==> src/nvts_defines.svh <==
// What this block does
// - Hardware reset starts automatic trim read without host command or supply, when idle with display off.
// - Software reset command does not start the automatic read.
// - Successful auto read steps status pair 00, 10, 11, 01.
// - Status pair 01 means trim read done, display may be enabled.
// - High voltage uses program level for program/erase, read level for read.
// - Status read returns write_success, mtp_variant_flag, mtp_sequence_active live.
// - Cells are read back after program or erase to verify.
// - Verified program or erase ends with write_success set.
// - Failed verify retries twice more; after three fails clear write_success, abort.
// - mtp_variant_flag is a fixed constant and never changes.
// - Store holds eight cell bits; 5:0 trim, 7:6 maker configuration.
// - Contrast equals potentiometer minus magnitude if bit5 set, else plus.
// - NV operations and display-on are exclusive; violating command ignored, except display-on in the cycle a hardware reset starts auto read.
`ifndef NVTS_DEFINES_SVH
`define NVTS_DEFINES_SVH
`define NVTS_CMD_READ_LEVEL 8'hf4
`define NVTS_CMD_PROG_LEVEL 8'hf5
`define NVTS_CMD_WR_TIMER 8'hf6
`define NVTS_CMD_RD_TIMER 8'hf7
`define NVTS_CMD_MASK 8'hb9
`define NVTS_CMD_CONTROL 8'hb8
`define NVTS_CMD_SYS_RESET 8'he2
`define NVTS_CMD_DISP_EN_HI 7'h57
`define NVTS_OP_ERASE 3'h2
`define NVTS_OP_PROGRAM 3'h3
`define NVTS_CTRL_GO_BIT 3
`define NVTS_RST_READ_LEVEL 8'h00
`define NVTS_RST_PROG_LEVEL 8'h39
`define NVTS_RST_WR_TIMER 8'h27
`define NVTS_RST_RD_TIMER 8'h04
`define NVTS_MAX_TRIES 2'h3
`define NVTS_TICK_US 250
`define NVTS_STAT_OK_BIT 2
`define NVTS_STAT_VARIANT_BIT 1
`define NVTS_STAT_ACTIVE_BIT 0
`endif

==> src/nvts_pkg.sv <==
package nvts_pkg;
    typedef enum logic [5:0] {
        NVTS_IDLE = 6'b000001,
        NVTS_RD_SETUP = 6'b000010,
        NVTS_READ = 6'b000100,
        NVTS_RD_DONE = 6'b001000,
        NVTS_WRITE = 6'b010000,
        NVTS_VERIFY = 6'b100000
    } nvts_state_t;
    typedef struct packed {
        logic write_success;
        logic mtp_variant_flag;
        logic mtp_sequence_active;
    } nvts_status_t;
    typedef struct packed {
        logic [7:0] read_level_setting;
        logic [7:0] program_level_setting;
    } nvts_levels_t;
endpackage : nvts_pkg

==> src/nvts_sequencer.sv <==
`timescale 1ns/100ps
`default_nettype none
`include "nvts_defines.svh"
module nvts_sequencer #(
    parameter logic MTP_VARIANT = 1'b0, // Arbitrary variant value
    parameter int TICK_CYCLES = 250 * `NVTS_TICK_US
) (
    // Clock and reset
    input wire logic clk,
    input wire logic rst_n,
    input wire logic hw_reset_event,
    // Host command port
    input wire logic [7:0] addr,
    input wire logic [7:0] wdata,
    input wire logic wr,
    input wire logic rd,
    output logic [7:0] rdata,
    // Nonvolatile array
    input wire logic [7:0] cell_in,
    output logic [7:0] cell_out,
    output logic cell_read_en,
    output logic cell_write_en,
    output logic cell_erase,
    output nvts_pkg::nvts_levels_t levels,
    output logic [7:0] hv_level,
    // Trim and display
    input wire logic [7:0] contrast_potentiometer,
    output logic [7:0] contrast_trimmed,
    output logic [7:0] trim_offset,
    output logic display_on
);
    // ------------------------------------------------
    // Command decode
    // ------------------------------------------------
    nvts_pkg::nvts_state_t state, next_state;
    nvts_pkg::nvts_status_t status;
    logic [7:0] cell_bit_mask, write_timer_setting, read_timer_setting;
    logic [7:0] pend_cmd;
    logic pend;
    logic [7:0] cells;
    logic [2:0] nv_operation_control;
    logic [1:0] tries;
    logic [19:0] tick_cnt;
    logic [7:0] tmr;
    logic hw_s1, hw_s2, hw_s3;
    logic [7:0] rdata_next;
    wire op_erase = nv_operation_control == `NVTS_OP_ERASE;
    wire busy = (state != nvts_pkg::NVTS_IDLE);
    wire cmd_wr = wr && addr[0] == 1'b0;
    wire data_phase = cmd_wr && pend;
    wire is_disp = cmd_wr && !pend && wdata[7:1] == `NVTS_CMD_DISP_EN_HI;
    wire is_two = wdata == `NVTS_CMD_READ_LEVEL || wdata == `NVTS_CMD_PROG_LEVEL
        || wdata == `NVTS_CMD_WR_TIMER || wdata == `NVTS_CMD_RD_TIMER
        || wdata == `NVTS_CMD_MASK || wdata == `NVTS_CMD_CONTROL;
    wire ctrl_go = data_phase && pend_cmd == `NVTS_CMD_CONTROL && wdata[`NVTS_CTRL_GO_BIT]
        && (wdata[2:0] == `NVTS_OP_ERASE || wdata[2:0] == `NVTS_OP_PROGRAM);
    wire hw_rise = hw_s2 && !hw_s3;
    wire start_op = ctrl_go && !busy && !display_on && !hw_rise;
    wire tick = tick_cnt == 20'(TICK_CYCLES - 1);
    wire tmr_done = tick && tmr <= 8'h01;
    assign rdata_next = {5'h00, status.write_success, status.mtp_variant_flag,
        status.mtp_sequence_active};
    assign hv_level = (state == nvts_pkg::NVTS_WRITE) ? levels.program_level_setting
        : levels.read_level_setting;
    assign cell_read_en = state == nvts_pkg::NVTS_READ || state == nvts_pkg::NVTS_VERIFY;
    assign cell_write_en = state == nvts_pkg::NVTS_WRITE && !op_erase;
    assign cell_erase = state == nvts_pkg::NVTS_WRITE && op_erase;
    assign trim_offset = {2'h0, cells[5:0]};
    assign cell_out = op_erase ? (cells & ~cell_bit_mask) : (cells | cell_bit_mask);
    // ------------------------------------------------
    // Host register writes
    // ------------------------------------------------
    always_ff @(posedge clk) begin
        if (!rst_n) begin
            pend <= 1'b0;
            pend_cmd <= 8'h00;
            cell_bit_mask <= 8'h00;
            write_timer_setting <= `NVTS_RST_WR_TIMER;
            read_timer_setting <= `NVTS_RST_RD_TIMER;
            levels <= {`NVTS_RST_READ_LEVEL, `NVTS_RST_PROG_LEVEL};
            display_on <= 1'b0;
            nv_operation_control <= 3'h0;
            rdata <= 8'h00;
        end else begin
            rdata <= rd ? rdata_next : 8'h00;
            if (cmd_wr) begin
                pend <= !pend && is_two;
                pend_cmd <= wdata;
            end
            if (is_disp && !(busy && wdata[0])) begin
                display_on <= wdata[0];
            end
            if (cmd_wr && !pend && wdata == `NVTS_CMD_SYS_RESET) begin
                display_on <= 1'b0;
            end
            if (data_phase && !busy) begin
                if (pend_cmd == `NVTS_CMD_WR_TIMER) write_timer_setting <= wdata;
                if (pend_cmd == `NVTS_CMD_RD_TIMER) read_timer_setting <= wdata;
                if (pend_cmd == `NVTS_CMD_READ_LEVEL) levels.read_level_setting <= wdata;
                if (pend_cmd == `NVTS_CMD_PROG_LEVEL) levels.program_level_setting <= wdata;
                if (pend_cmd == `NVTS_CMD_MASK) cell_bit_mask <= wdata;
            end
            if (start_op) nv_operation_control <= wdata[2:0];
        end
    end
    // ------------------------------------------------
    // Sequencer
    // ------------------------------------------------
    always_comb begin
        next_state = state;
        unique case (state)
            // auto read, not on software reset
            nvts_pkg::NVTS_IDLE: begin
                if (hw_rise && !display_on) next_state = nvts_pkg::NVTS_RD_SETUP;
                else if (start_op) next_state = nvts_pkg::NVTS_WRITE;
            end
            nvts_pkg::NVTS_RD_SETUP: if (tmr_done) next_state = nvts_pkg::NVTS_READ;
            nvts_pkg::NVTS_READ: if (tmr_done) next_state = nvts_pkg::NVTS_RD_DONE;
            nvts_pkg::NVTS_RD_DONE: if (tmr_done) next_state = nvts_pkg::NVTS_IDLE;
            nvts_pkg::NVTS_WRITE: if (tmr_done) next_state = nvts_pkg::NVTS_VERIFY;
            nvts_pkg::NVTS_VERIFY: begin
                if (tmr_done) begin
                    if (cell_in == cell_out || tries == `NVTS_MAX_TRIES)
                        next_state = nvts_pkg::NVTS_IDLE;
                    else next_state = nvts_pkg::NVTS_WRITE;
                end
            end
        endcase
    end
    always_ff @(posedge clk) begin
        if (!rst_n) begin
            state <= nvts_pkg::NVTS_IDLE;
            hw_s1 <= 1'b0;
            hw_s2 <= 1'b0;
            hw_s3 <= 1'b0;
            tick_cnt <= 20'h00000;
            tmr <= 8'h00;
            tries <= 2'h0;
            cells <= 8'h00;
            status.mtp_variant_flag <= MTP_VARIANT;
            status.write_success <= 1'b0;
            status.mtp_sequence_active <= 1'b0;
        end else begin
            hw_s1 <= hw_reset_event;
            hw_s2 <= hw_s1;
            hw_s3 <= hw_s2;
            state <= next_state;
            tick_cnt <= (tick || next_state != state) ? 20'h00000 : tick_cnt + 20'h00001;
            if (next_state != state) begin
                tmr <= (next_state == nvts_pkg::NVTS_WRITE) ? write_timer_setting
                    : read_timer_setting;
            end else if (tick && tmr != 8'h00) begin
                tmr <= tmr - 8'h01;
            end
            if (state == nvts_pkg::NVTS_IDLE && next_state == nvts_pkg::NVTS_RD_SETUP) begin
                status.write_success <= 1'b0;
                status.mtp_sequence_active <= 1'b0;
            end
            if (state == nvts_pkg::NVTS_RD_SETUP && next_state == nvts_pkg::NVTS_READ)
                status.mtp_sequence_active <= 1'b1;
            if (state == nvts_pkg::NVTS_READ && next_state == nvts_pkg::NVTS_RD_DONE) begin
                cells <= cell_in;
                status.write_success <= 1'b1;
            end
            if (state == nvts_pkg::NVTS_RD_DONE && next_state == nvts_pkg::NVTS_IDLE)
                status.mtp_sequence_active <= 1'b0;
            if (start_op) begin
                tries <= 2'h1;
                status.mtp_sequence_active <= 1'b1;
                status.write_success <= 1'b0;
            end
            if (state == nvts_pkg::NVTS_VERIFY && next_state == nvts_pkg::NVTS_WRITE)
                tries <= tries + 2'h1;
            if (state == nvts_pkg::NVTS_VERIFY && next_state == nvts_pkg::NVTS_IDLE) begin
                status.mtp_sequence_active <= 1'b0;
                status.write_success <= cell_in == cell_out;
                if (cell_in == cell_out) cells <= cell_in;
            end
        end
    end
    wire [8:0] sum = {1'b0, contrast_potentiometer} + {4'h0, cells[4:0]};
    wire [8:0] dif = {1'b0, contrast_potentiometer} - {4'h0, cells[4:0]};
    always_ff @(posedge clk) begin
        if (!rst_n) contrast_trimmed <= 8'h00;
        else if (cells[5]) contrast_trimmed <= dif[8] ? 8'h00 : dif[7:0];
        else contrast_trimmed <= sum[8] ? 8'hff : sum[7:0];
    end
    // ------------------------------------------------
    // Checks
    // ------------------------------------------------
    // variant constant
    a_variant_fixed: assert property (@(posedge clk) disable iff (!rst_n)
        status.mtp_variant_flag == MTP_VARIANT) else $error("variant changed");
    a_excl_disp: assert property (@(posedge clk) disable iff (!rst_n)
        (ctrl_go && display_on && state == nvts_pkg::NVTS_IDLE) |=> state == nvts_pkg::NVTS_IDLE)
        else $error("op started while display on");
    a_disp_busy: assert property (@(posedge clk) disable iff (!rst_n)
        (busy && !display_on) |=> !display_on)
        else $error("display enabled during operation");
    a_write_verify: assert property (@(posedge clk) disable iff (!rst_n)
        (state == nvts_pkg::NVTS_WRITE && next_state != state) |=> state == nvts_pkg::NVTS_VERIFY)
        else $error("no verify after write");
    a_verify_reads: assert property (@(posedge clk) disable iff (!rst_n)
        state == nvts_pkg::NVTS_VERIFY |-> cell_read_en && !cell_write_en && !cell_erase)
        else $error("verify without read");
    a_read_active: assert property (@(posedge clk) disable iff (!rst_n)
        state == nvts_pkg::NVTS_READ |-> status.mtp_sequence_active)
        else $error("read without active");
    a_setup_clear: assert property (@(posedge clk) disable iff (!rst_n)
        state == nvts_pkg::NVTS_RD_SETUP
        |-> !status.mtp_sequence_active && !status.write_success)
        else $error("setup pair not 00");
    a_done_pair: assert property (@(posedge clk) disable iff (!rst_n)
        state == nvts_pkg::NVTS_RD_DONE
        |-> status.mtp_sequence_active && status.write_success)
        else $error("done pair not 11");
    a_ready_pair: assert property (@(posedge clk) disable iff (!rst_n)
        (state == nvts_pkg::NVTS_RD_DONE && next_state == nvts_pkg::NVTS_IDLE)
        |=> !status.mtp_sequence_active && status.write_success)
        else $error("ready pair not 01");
    a_hw_starts: assert property (@(posedge clk) disable iff (!rst_n)
        (state == nvts_pkg::NVTS_IDLE && hw_rise && !display_on)
        |=> state == nvts_pkg::NVTS_RD_SETUP)
        else $error("no read after hardware reset");
    a_soft_no_read: assert property (@(posedge clk) disable iff (!rst_n)
        (state == nvts_pkg::NVTS_IDLE && !hw_rise && cmd_wr && !pend
        && wdata == `NVTS_CMD_SYS_RESET) |=> state == nvts_pkg::NVTS_IDLE)
        else $error("read after software reset");
    a_try_limit: assert property (@(posedge clk) disable iff (!rst_n)
        (state == nvts_pkg::NVTS_VERIFY && next_state == nvts_pkg::NVTS_WRITE)
        |-> tries != `NVTS_MAX_TRIES)
        else $error("too many tries");
    a_retry_path: assert property (@(posedge clk) disable iff (!rst_n)
        (state == nvts_pkg::NVTS_VERIFY && tmr_done && cell_in != cell_out
        && tries != `NVTS_MAX_TRIES)
        |=> state == nvts_pkg::NVTS_WRITE && status.mtp_sequence_active)
        else $error("no retry after failed verify");
    a_abort_flag: assert property (@(posedge clk) disable iff (!rst_n)
        (state == nvts_pkg::NVTS_VERIFY && tmr_done && cell_in != cell_out
        && tries == `NVTS_MAX_TRIES) |=> state == nvts_pkg::NVTS_IDLE
        && !status.write_success && !status.mtp_sequence_active)
        else $error("no abort after third failure");
    a_prog_level: assert property (@(posedge clk) disable iff (!rst_n)
        (cell_write_en || cell_erase) |-> hv_level == levels.program_level_setting)
        else $error("wrong level");
    a_read_level: assert property (@(posedge clk) disable iff (!rst_n)
        cell_read_en |-> hv_level == levels.read_level_setting)
        else $error("wrong read level");
    a_ok_end: assert property (@(posedge clk) disable iff (!rst_n)
        (state == nvts_pkg::NVTS_VERIFY && tmr_done && cell_in == cell_out)
        |=> status.write_success && !status.mtp_sequence_active) else $error("no success");
    a_op_start: assert property (@(posedge clk) disable iff (!rst_n)
        start_op |=> state == nvts_pkg::NVTS_WRITE && status.mtp_sequence_active
        && !status.write_success)
        else $error("operation start wrong");
    a_status_read: assert property (@(posedge clk) disable iff (!rst_n)
        rd |=> rdata[0] == $past(status.mtp_sequence_active)) else $error("status mismatch");
    a_status_ok: assert property (@(posedge clk) disable iff (!rst_n)
        rd |=> rdata[2] == $past(status.write_success)) else $error("flag mismatch");
    a_status_variant: assert property (@(posedge clk) disable iff (!rst_n)
        rd |=> rdata[1] == MTP_VARIANT) else $error("variant mismatch");
    a_rdata_idle: assert property (@(posedge clk) disable iff (!rst_n)
        !rd |=> rdata == 8'h00) else $error("read data without strobe");
    a_trim_sub: assert property (@(posedge clk) disable iff (!rst_n)
        (cells[5] && {1'b0, contrast_potentiometer} >= {4'h0, cells[4:0]})
        |=> contrast_trimmed == $past(contrast_potentiometer) - ($past(cells) & 8'h1f))
        else $error("trim not subtracted");
    a_trim_add: assert property (@(posedge clk) disable iff (!rst_n)
        (!cells[5] && {1'b0, contrast_potentiometer} + {4'h0, cells[4:0]} < 9'h100)
        |=> contrast_trimmed == $past(contrast_potentiometer) + ($past(cells) & 8'h1f))
        else $error("trim not added");
    c_auto_read: cover property (@(posedge clk) state == nvts_pkg::NVTS_RD_DONE);
    c_retry: cover property (@(posedge clk) state == nvts_pkg::NVTS_VERIFY ##1
        state == nvts_pkg::NVTS_WRITE);
    c_erase: cover property (@(posedge clk) start_op && wdata[2:0] == `NVTS_OP_ERASE);
    c_program: cover property (@(posedge clk) start_op && wdata[2:0] == `NVTS_OP_PROGRAM);
    c_abort: cover property (@(posedge clk) state == nvts_pkg::NVTS_VERIFY && tmr_done
        && tries == `NVTS_MAX_TRIES && cell_in != cell_out);
endmodule : nvts_sequencer
`default_nettype wire

==> config.mk <==
export PLATFORM = sky130hd
export DESIGN_NAME = nvts_sequencer
export DESIGN_NICKNAME = d
export VERILOG_FILES = /design/src/nvts_pkg.sv /design/src/nvts_sequencer.sv
export VERILOG_INCLUDE_DIRS = /design/src
export SDC_FILE = /design/constraint.sdc
export NUM_CORES = 1
export LEC_CHECK = 0
export BUFFER_PORTS_ARGS = -buffer_cell sky130_fd_sc_hd__buf_2
export CAP_MARGIN = 10
export CORE_MARGIN = 4
export CORE_UTILIZATION = 50
export CTS_CLUSTER_SIZE = 12
export DETAILED_ROUTE_END_ITERATION = 16
export PLACE_DENSITY = 0.72
export SKIP_LAST_GASP = 1
export SLEW_MARGIN = 15
export SYNTH_ARGS = -nofsm -noshare
export SYNTH_HDL_FRONTEND = slang
export SYNTH_SLANG_ARGS = --single-unit
==> constraint.sdc <==
create_clock -name clk -period 3.13 [get_ports clk]
set_clock_uncertainty 0.1 [all_clocks]
set_input_delay 0.626 -clock clk [delete_from_list [all_inputs] [get_ports clk]]
set_output_delay 0.626 -clock clk [all_outputs]
set_load 0.02 [all_outputs]
==> results of run 1 <==
worst max path at each step:
| stage | slack [ns] | endpoint | cells past startpoint | from |
|---|---|---|---|---|
| after floorplan | 0.30 | contrast_trimmed[2] | 11 | contrast_potentiometer[0] |
| after global placement | 0.09 | tmr[4] | 10 | addr[0] |
| after detailed placement | 0.02 | cells[3] | 10 | addr[0] |
| after CTS | 0.21 | cells[3] | 9 | state[5] |
| after global routing | 0.07 | tmr[0] | 11 | tick_cnt[0] |
| final | 0.20 | cells[3] | 9 | state[5] |
layout make-up:
class | count | area [um2]
fillers | 1060 | 5080
repair buffers | 106 | 606
multi-input cells | 558 | 3510
flip-flops and latches | 112 | 2240
clock buffers | 9 | 225
clock inverters | 7 | 97.6
inverters | 18 | 67.6
well taps | 147 | 184
report_power, final:
group / total [mW] / switching, mW / internal (mW)
logic: 0.231 / 0.140 / 0.0913
registers: 1.46 / 0.0171 / 1.45
clock network: 1.22 / 0.571 / 0.650
flip-flops by register name, summed over array words and instances (netlist names), 6 cells and up:
| name | count |
|---|---|
| tick_cnt | 20 |
| levels | 16 |
| cell_bit_mask | 8 |
| cells | 8 |
| contrast_trimmed | 8 |
| pend_cmd | 8 |
| read_timer_setting | 8 |
| tmr | 8 |
| write_timer_setting | 8 |
| state | 6 |
stage by stage:
stage | instance area, um2 | hold WS (ns) | utilization, % | cells | power (mW)
6_report | 6930 | 0.355 | 57.7 | 957 | 2.91
2_1_floorplan | 6170 | 0.312 | - | 742 | 1.66
4_1_cts | 6930 | 0.363 | 57.7 | 957 | 2.94
3_5_place_dp | 6610 | 0.341 | 55.0 | 941 | 1.72
5_1_grt | 6930 | 0.368 | 57.7 | 957 | 3.02
3_3_place_gp | 6610 | 0.332 | 55.0 | 941 | 1.72
cell usage in the layout, fill, tap and decap left out, types with 3 or more instances in the layout:
cell type / Yosys / routed
nand3_1: 11 / 11
and2_1: 9 / 9
o21a_1: 4 / 4
nand2_1: 122 / 122
or3_1: 13 / 13
a31oi_1: 12 / 12
xor2_1: 17 / 17
o211ai_1: 7 / 7
and3_1: 15 / 15
or2_2: 3 / 3
clkbuf_16: 0 / 9
conb_1: 1 / 8
a21oi_1: 24 / 24
nor3b_1: 7 / 7
xnor2_1: 13 / 13
nor4bb_1: 8 / 8
mux2i_1: 36 / 36
ha_1: 14 / 14
nor2_1: 58 / 58
or4_4: 3 / 3
buf_4: 17 / 24
nand2b_1: 6 / 6
nor3_1: 10 / 10
a21boi_0: 26 / 26
nand4_1: 11 / 11
nor4_1: 7 / 7
inv_8: 0 / 3
nor2b_1: 36 / 36
o21ai_0: 31 / 31
inv_1: 18 / 18
buf_2: 2 / 81
dfxtp_1: 112 / 112
critical path: cells and delay by family (launching register included):
| family | cells | cell delay, ns |
|---|---|---|
| and+or+nand+nor | 3 | 1.19 |
| muxes | 1 | 0.21 |
| buffers and inverters | 1 | 0.22 |
| DFF | 1 | 0.38 |
| AOI/OAI and AO/OA | 4 | 0.70 |
routing by layer:
metal | GRT usage, % | vias to the layer above | part of all wire, %
li1 | - | 2640 | -
met1 | 25.8 | 2493 | 45
met2 | 34.2 | 148 | 48
met3 | 4.18 | 13 | 5.3
met4 | 5.43 | 0 | 1.2
met5 | 0 | - | 0
cell families (layout without fill, tap and decap cells):
family	Yosys count	after routing	share of synthesized area [%]
buffers and inverters	72	140	6.80
other	1	8	0.0610
xor gates and xnor gates	30	30	4.28
and+or+nand+nor	342	342	29.2
adders and majority gates	16	16	3.50
DFF	112	112	36.5
AOI/OAI and AO/OA	125	125	13.6
muxes	37	37	6.09
==> flow_summary.toml, run 1 <==
[timing]
setup_viol = 0
rsz0062_at_grt = "no"
finalHoldViolations = 0
min_period_ns = 2.93
worst_pin_slew_ns = 0.712
post-route-period-util_pct = 93.5
maxSlewHeadroom_pct = 52.5
finalSetupTns_ns = 0
finalMaxSlewViolations = 0
max_freq_mhz = 342
fin_ws_ns = 0.202

[min_path]
min_from = "hw_s1"
holdPathEnd = "hw_s2"
hold_depth = 1
hp-class = "register to register"

[synth]
yosysWarnings = 0
ys_types = 71
synth_seq_area_share_pct = 36.5
yosys-top-cells-area = "dfxtp_1 (36%), nand2_1 (7.5%), mux2i_1 (5.9%)"
synth_top_area_share_pct = 36.5
synthCells = 735
synth-seq-cells = 112
yosysMostFrequentCell = "nand2_1"
yosys.area.top_type = "dfxtp_1"
synth_edf_count = 0
synth_ff_type = "dfxtp_1"
avgSynthCellArea_um2 = 8.36
syn_area_mm2 = 0.00615
async_flop_share_pct = 0
yosys-top-cells-count = "nand2_1 (122), dfxtp_1 (112), nor2_1 (58)"

[place]
place_ws_ns = 0.0163
dp_hpwl_um = 10400
port-buffer-count = 81
gp_congestion = 0.881

[power_and_ir_drop]
p_leak_nw = 2.84
peakVddDrop_v = 0.000323
powerDensity_mw_per_mm2 = 420

[critical_path]
slowest_delay_ns = 0.58
path_max_fanout = 9
startpoint_type = "register"
crit_required_ns = 3.27
crit_path_end_kind = "register"
worst_ep_arrival_time_ns = 3.07
worstRegToRegCells = 9
path_cells = "or4_4 -> or4_4 -> o21ba_1 -> o32ai_2 -> a21oi_2 -> a31oi_1 -> buf_4 -> mux2i_1 -> nor2b_1"
crit_slowest_cell = "or4_4"
r2r_slack_ns = 0.20
r2r-start = "state[5]"
r2r-end = "cells[3]"
crit_type = "register to register"
crit_top_cell = "or4_4"

[die]
die_w_um = 119
fp.dieH_um = 119
start_util_pct = 51.2
die_area_mm2 = 0.0141
io_pins = 97
core_mm2 = 0.0120
rows = 40

[clock_network]
htree_levels = 3
clk_latency_ns = 0.35
cts_resized = 0
cts_root_buf = "clkbuf_16"
holdBufCountCts = 0
cts_buffers = 9
cts_tree = "built"
clk_pin_slew_ns = 0.07
post_cts_buffers = 0
cts.sinks = 112
clockBufferDepth = 2

[finish]
drive_gt1_share_pct = 18.4
syn2layout_area_growth_pct = 12.8
nNetsFinal = 858
diodes = 0

[global_routing]
grt_pass1_vias = 5079
track_usage_pct = 20.0
grt_pass1_wl_um = 24000
grt_max_degree = 55
grt_overflow_total = 0
antenna_found_initial = 0

[route]
wl_um = 14100
drc = 0
ant_nets = 0
drt_iter0_markers = 298
viasPerCell = 5.53
drtPass1Iterations = 5
vias = 5294
wl_per_cell_um = 14.7

[outcome]
run_status = "finished, final reports clean"

[run]
drv_cap = 0
(Power assumes the default switching activity.)
==> run 2: changes to the inputs <==
CORE_UTILIZATION = 45   (was 50)
PLACE_DENSITY = 0.66   (was 0.72)
==> flow_summary.toml, run 2 (synthesized netlist as in run 1, its figures left out) <==
[die]
core_mm2 = 0.0133
fp.dieH_um = 125
die_area_mm2 = 0.0156
rows = 42
start_util_pct = 46.2
die_w_um = 125
io_pins = 97

[power_and_ir_drop]
p_leak_nw = 2.82
p_sw_mw = 0.682
power_frac_seq_pct = 52.1
internal_power_mw = 2.12
sw_frac_of_total_pct = 24.3
comb_power_share_pct = 8.2
powerDensity_mw_per_mm2 = 404
p_clk_share_pct = 39.7
peakVddDrop_v = 0.000338

[critical_path]
startpoint_type = "register"
r2r_slack_ns = 0.19
crit_slowest_cell = "or4_4"
crit_top_cell = "or4_4"
slowest_delay_ns = 0.57
crit_type = "register to register"
path_max_fanout = 9
crit_required_ns = 3.28
crit_path_end_kind = "register"
worst_ep_arrival_time_ns = 3.09
path_cells = "or4_4 -> or4_4 -> o21ba_1 -> o32ai_2 -> a21oi_2 -> a31oi_1 -> buf_4 -> mux2i_1 -> nor2b_1"

[run]
drv_cap = 0

[global_routing]
top_usage_layer = "met2"
grt_use_met1_pct = 22.9
grt_pass1_wl_um = 23800
grt_use_met2_pct = 31.1
grt_max_degree = 68
grt_overflow_total = 0
globalRouteMet3Util_pct = 4.20
grt_pass1_vias = 5057
track_usage_pct = 18.1
antenna_found_initial = 0

[route]
drtPass1Iterations = 4
viasPerCell = 5.34
drc = 0
vias = 5266
drt_iter0_markers = 309
wl_um = 14300
ant_nets = 0
wl_per_cell_um = 14.5

[finish]
n_fill_cell = 1260
most-common-layout-cells = "nand2_1 (122), dfxtp_1 (112), buf_2 (81), nor2_1 (58)"
seqCellArea_mm2 = 0.00224
diodes = 0
layout_commonest_cell = "nand2_1"
largest_reg_flops = 20
syn2layout_area_growth_pct = 13.0
layout.cells.non_filler = 986
nNetsFinal = 858
multiInputGateArea_mm2 = 0.00352
drive_gt1_share_pct = 18.5
postLayoutCoreUtil_pct = 52.2
regMostFlops = "tick_cnt"
reg_top3 = "tick_cnt (20), levels (16)"

[timing]
min_period_ns = 2.94
finalSetupTns_ns = 0
finalMaxSlewViolations = 0
post-route-period-util_pct = 94.0
worst_pin_slew_ns = 0.654
fin_ws_ns = 0.188
rsz0062_at_grt = "no"
max_freq_mhz = 340
finalHoldViolations = 0
setup_viol = 0
maxSlewHeadroom_pct = 56.0

[clock_network]
cts_buffers = 9
cts_tree = "built"
holdBufCountCts = 0
cts_resized = 0
clk_pin_slew_ns = 0.07
clk_latency_ns = 0.36
cts.sinks = 112
htree_levels = 3
cts_root_buf = "clkbuf_16"
post_cts_buffers = 0
clockBufferDepth = 2

[place]
dp_cells = 970
dp_hpwl_um = 10600
gp_congestion = 0.899
port-buffer-count = 81
place_ws_ns = 0.0341

[outcome]
run_status = "finished, final reports clean"

[min_path]
hp-class = "register to register"
-- run 2: power by group through the flow --
stage                     registers [mW]  clock network [mW]  logic [mW]
after detailed placement            1.50                   0       0.229
after floorplan                     1.50                   0       0.166
after global placement              1.50                   0       0.224
final                               1.46                1.11       0.231
after CTS                           1.46                1.14       0.231
after global routing                1.47                1.18       0.256
-- run 2: final timing paths --
path / start / end / cells after the start
worst max-delay path: state[5] / cells[4] / 9
worst max register to register: state[5] / cells[4] / 9
worst min register to register: hw_s1 / hw_s2 / 1
worst min-delay path: hw_s1 / hw_s2 / 1
-- run 2: area by class of cell --
| cell class | count | share of cell area (%) |
|---|---|---|
| repair buffers | 106 | 8.72 |
| well taps | 176 | 3.17 |
| multi-input cells | 558 | 50.6 |
| clock inverters | 5 | 0.559 |
| flip-flops and latches | 112 | 32.3 |
| clock buffers | 11 | 3.64 |
| inverters | 18 | 0.973 |
-- run 2: critical path: cells and delay by family, from the launching register on --
| kind | cells | cell delay [ns] |
|---|---|---|
| AO/OA/AOI/OAI | 4 | 0.73 |
| buffers and inverters | 1 | 0.22 |
| flip-flops | 1 | 0.38 |
| multiplexers | 1 | 0.22 |
| AND/OR/NAND/NOR | 3 | 1.18 |
-- run 2: layer usage --
metal  wire length, um  up-vias
li1                  -     2655
met1              6430     2472
met2              6880      128
met3               804       11
met4               153        0
met5                 0        -
-- run 2: stage by stage --
stage / hold WS, ns / power [mW] / cell area [um2]
after floorplan: 0.312 / 1.66 / 6170
after global placement: 0.325 / 1.72 / 6650
after detailed placement: 0.323 / 1.73 / 6650
after CTS: 0.346 / 2.83 / 6940
after global routing: 0.371 / 2.91 / 6940
final: 0.340 / 2.81 / 6940
==> run 3: changes to the inputs <==
REMOVE_ABC_BUFFERS = 1   (was unset)
==> flow_summary.toml, run 3 (synthesized netlist as in run 1, its figures left out) <==
[clock_network]
clk_latency_ns = 0.36
holdBufCountCts = 0
cts_buffers = 9
cts_tree = "built"
cts.sinks = 112
cts_root_buf = "clkbuf_16"
clk_pin_slew_ns = 0.07
htree_levels = 3
clockBufferDepth = 2

[place]
place_ws_ns = 0.0457
gp_congestion = 0.861
placed_cell_area_mm2 = 0.00666
port-buffer-count = 81
dp_hpwl_um = 10800

[route]
drtPass1Iterations = 4
viasPerCell = 5.34
drt_iter0_markers = 308
wl_um = 14400
wl_per_cell_um = 14.6
drc = 0
ant_nets = 0
vias = 5283

[run]
drv_cap = 0

[die]
fp.dieH_um = 125
io_pins = 97
die_w_um = 125
die_area_mm2 = 0.0156
rows = 42
start_util_pct = 46.2
core_mm2 = 0.0133

[timing]
finalMaxSlewViolations = 0
post-route-period-util_pct = 93.1
maxSlewHeadroom_pct = 49.5
worst_pin_slew_ns = 0.758
min_period_ns = 2.92
max_freq_mhz = 343
rsz0062_at_grt = "no"
finalSetupTns_ns = 0
finalHoldViolations = 0
fin_ws_ns = 0.214
setup_viol = 0

[critical_path]
slowest_delay_ns = 0.57
r2r_slack_ns = 0.21
crit_top_cell = "or4_4"
r2r-start = "state[5]"
crit_slowest_cell = "or4_4"
crit_type = "register to register"
crit_buf_inv = 1
crit_end = "tmr[5]"
cp_num_cells = 9
crit_start = "state[5]"
path_max_fanout = 8
crit_required_ns = 3.32
worstRegToRegCells = 9
worst_ep_arrival_time_ns = 3.11
path_cells = "or4_4 -> or4_4 -> o21ai_2 -> mux2i_2 -> a2111oi_4 -> nor2b_1 -> buf_4 -> a31oi_1 -> a21oi_1"
crit_path_end_kind = "register"
cp_top_family = "simple AND/OR/NAND/NOR gates"
startpoint_type = "register"
r2r-end = "tmr[5]"

[global_routing]
antenna_found_initial = 0
grt_pass1_wl_um = 24000
grt_overflow_total = 0
grt_max_degree = 45
track_usage_pct = 18.3
grt_pass1_vias = 5068

[power_and_ir_drop]
peakVddDrop_v = 0.000330
p_leak_nw = 2.83
power_mw = 2.80
powerDensity_mw_per_mm2 = 404

[min_path]
hp-class = "register to register"
hold_depth = 1

[finish]
most-common-layout-cells = "nand2_1 (122), dfxtp_1 (112), buf_2 (81), nor2_1 (58)"
layout_commonest_cell = "nand2_1"
drive_gt1_share_pct = 18.7
postLayoutCoreUtil_pct = 52.2
syn2layout_area_growth_pct = 13.0
design_area_mm2 = 0.00694
reg_top3 = "tick_cnt (20), levels (16)"
diodes = 0
n_fill_cell = 1285
regMostFlops = "tick_cnt"
largest_reg_flops = 20
nNetsFinal = 861

[outcome]
run_status = "finished, final reports clean"
run 3: worst min path at each step:
stage	endpoint	from	slack, ns
2_1_floorplan	hw_s2	hw_s1	0.31
3_3_place_gp	hw_s2	hw_s1	0.31
3_5_place_dp	hw_s2	hw_s1	0.33
4_1_cts	hw_s2	hw_s1	0.35
5_1_grt	hw_s2	hw_s1	0.35
6_report	hw_s2	hw_s1	0.34
run 3: power breakdown:
group	switching, mW	internal, mW
Clock	0.552	0.555
Combinational	0.141	0.0921
Sequential	0.0176	1.45
run 3: timing repair:
item,CTS,global route
endpoints found under the setup margin,0,9
gates resized for setup,0,1
buffers inserted,0,0
run 3: cell type report:
cell class | instances | area [um2] | share of cell area (%)
Clock buffer | 10 | 229 | 3.30
Inverter | 18 | 67.6 | 0.973
Timing Repair Buffer | 109 | 616 | 8.86
Clock inverter | 6 | 52.6 | 0.757
Multi-Input combinational cell | 558 | 3520 | 50.6
Tap cell | 176 | 220 | 3.17
Sequential cell | 112 | 2240 | 32.3
run 3: worst reg2reg max path: stages (launching register included):
cell,delay [ns]
dfxtp_1,0.38
or4_4,0.55
or4_4,0.57
o21ai_2,0.14
mux2i_2,0.11
a2111oi_4,0.40
nor2b_1,0.19
buf_4,0.16
a31oi_1,0.09
a21oi_1,0.15
run 3: metal layers:
| metal | track usage, % | routed length [um] | up-vias | part of all wire, % |
|---|---|---|---|---|
| met3 | 4.93 | 657 | 9 | 4.6 |
| met2 | 31.5 | 6900 | 111 | 48 |
| li1 | - | - | 2651 | - |
| met4 | 3.95 | 128 | 0 | 0.89 |
| met5 | 0 | 0 | - | 0 |
| met1 | 22.9 | 6720 | 2512 | 47 |
run 3: through the flow:
stage          hold WS, ns  cells
6_report             0.343    989
5_1_grt              0.350    989
4_1_cts              0.347    989
3_5_place_dp         0.330    973
3_3_place_gp         0.314    973
2_1_floorplan        0.312    688
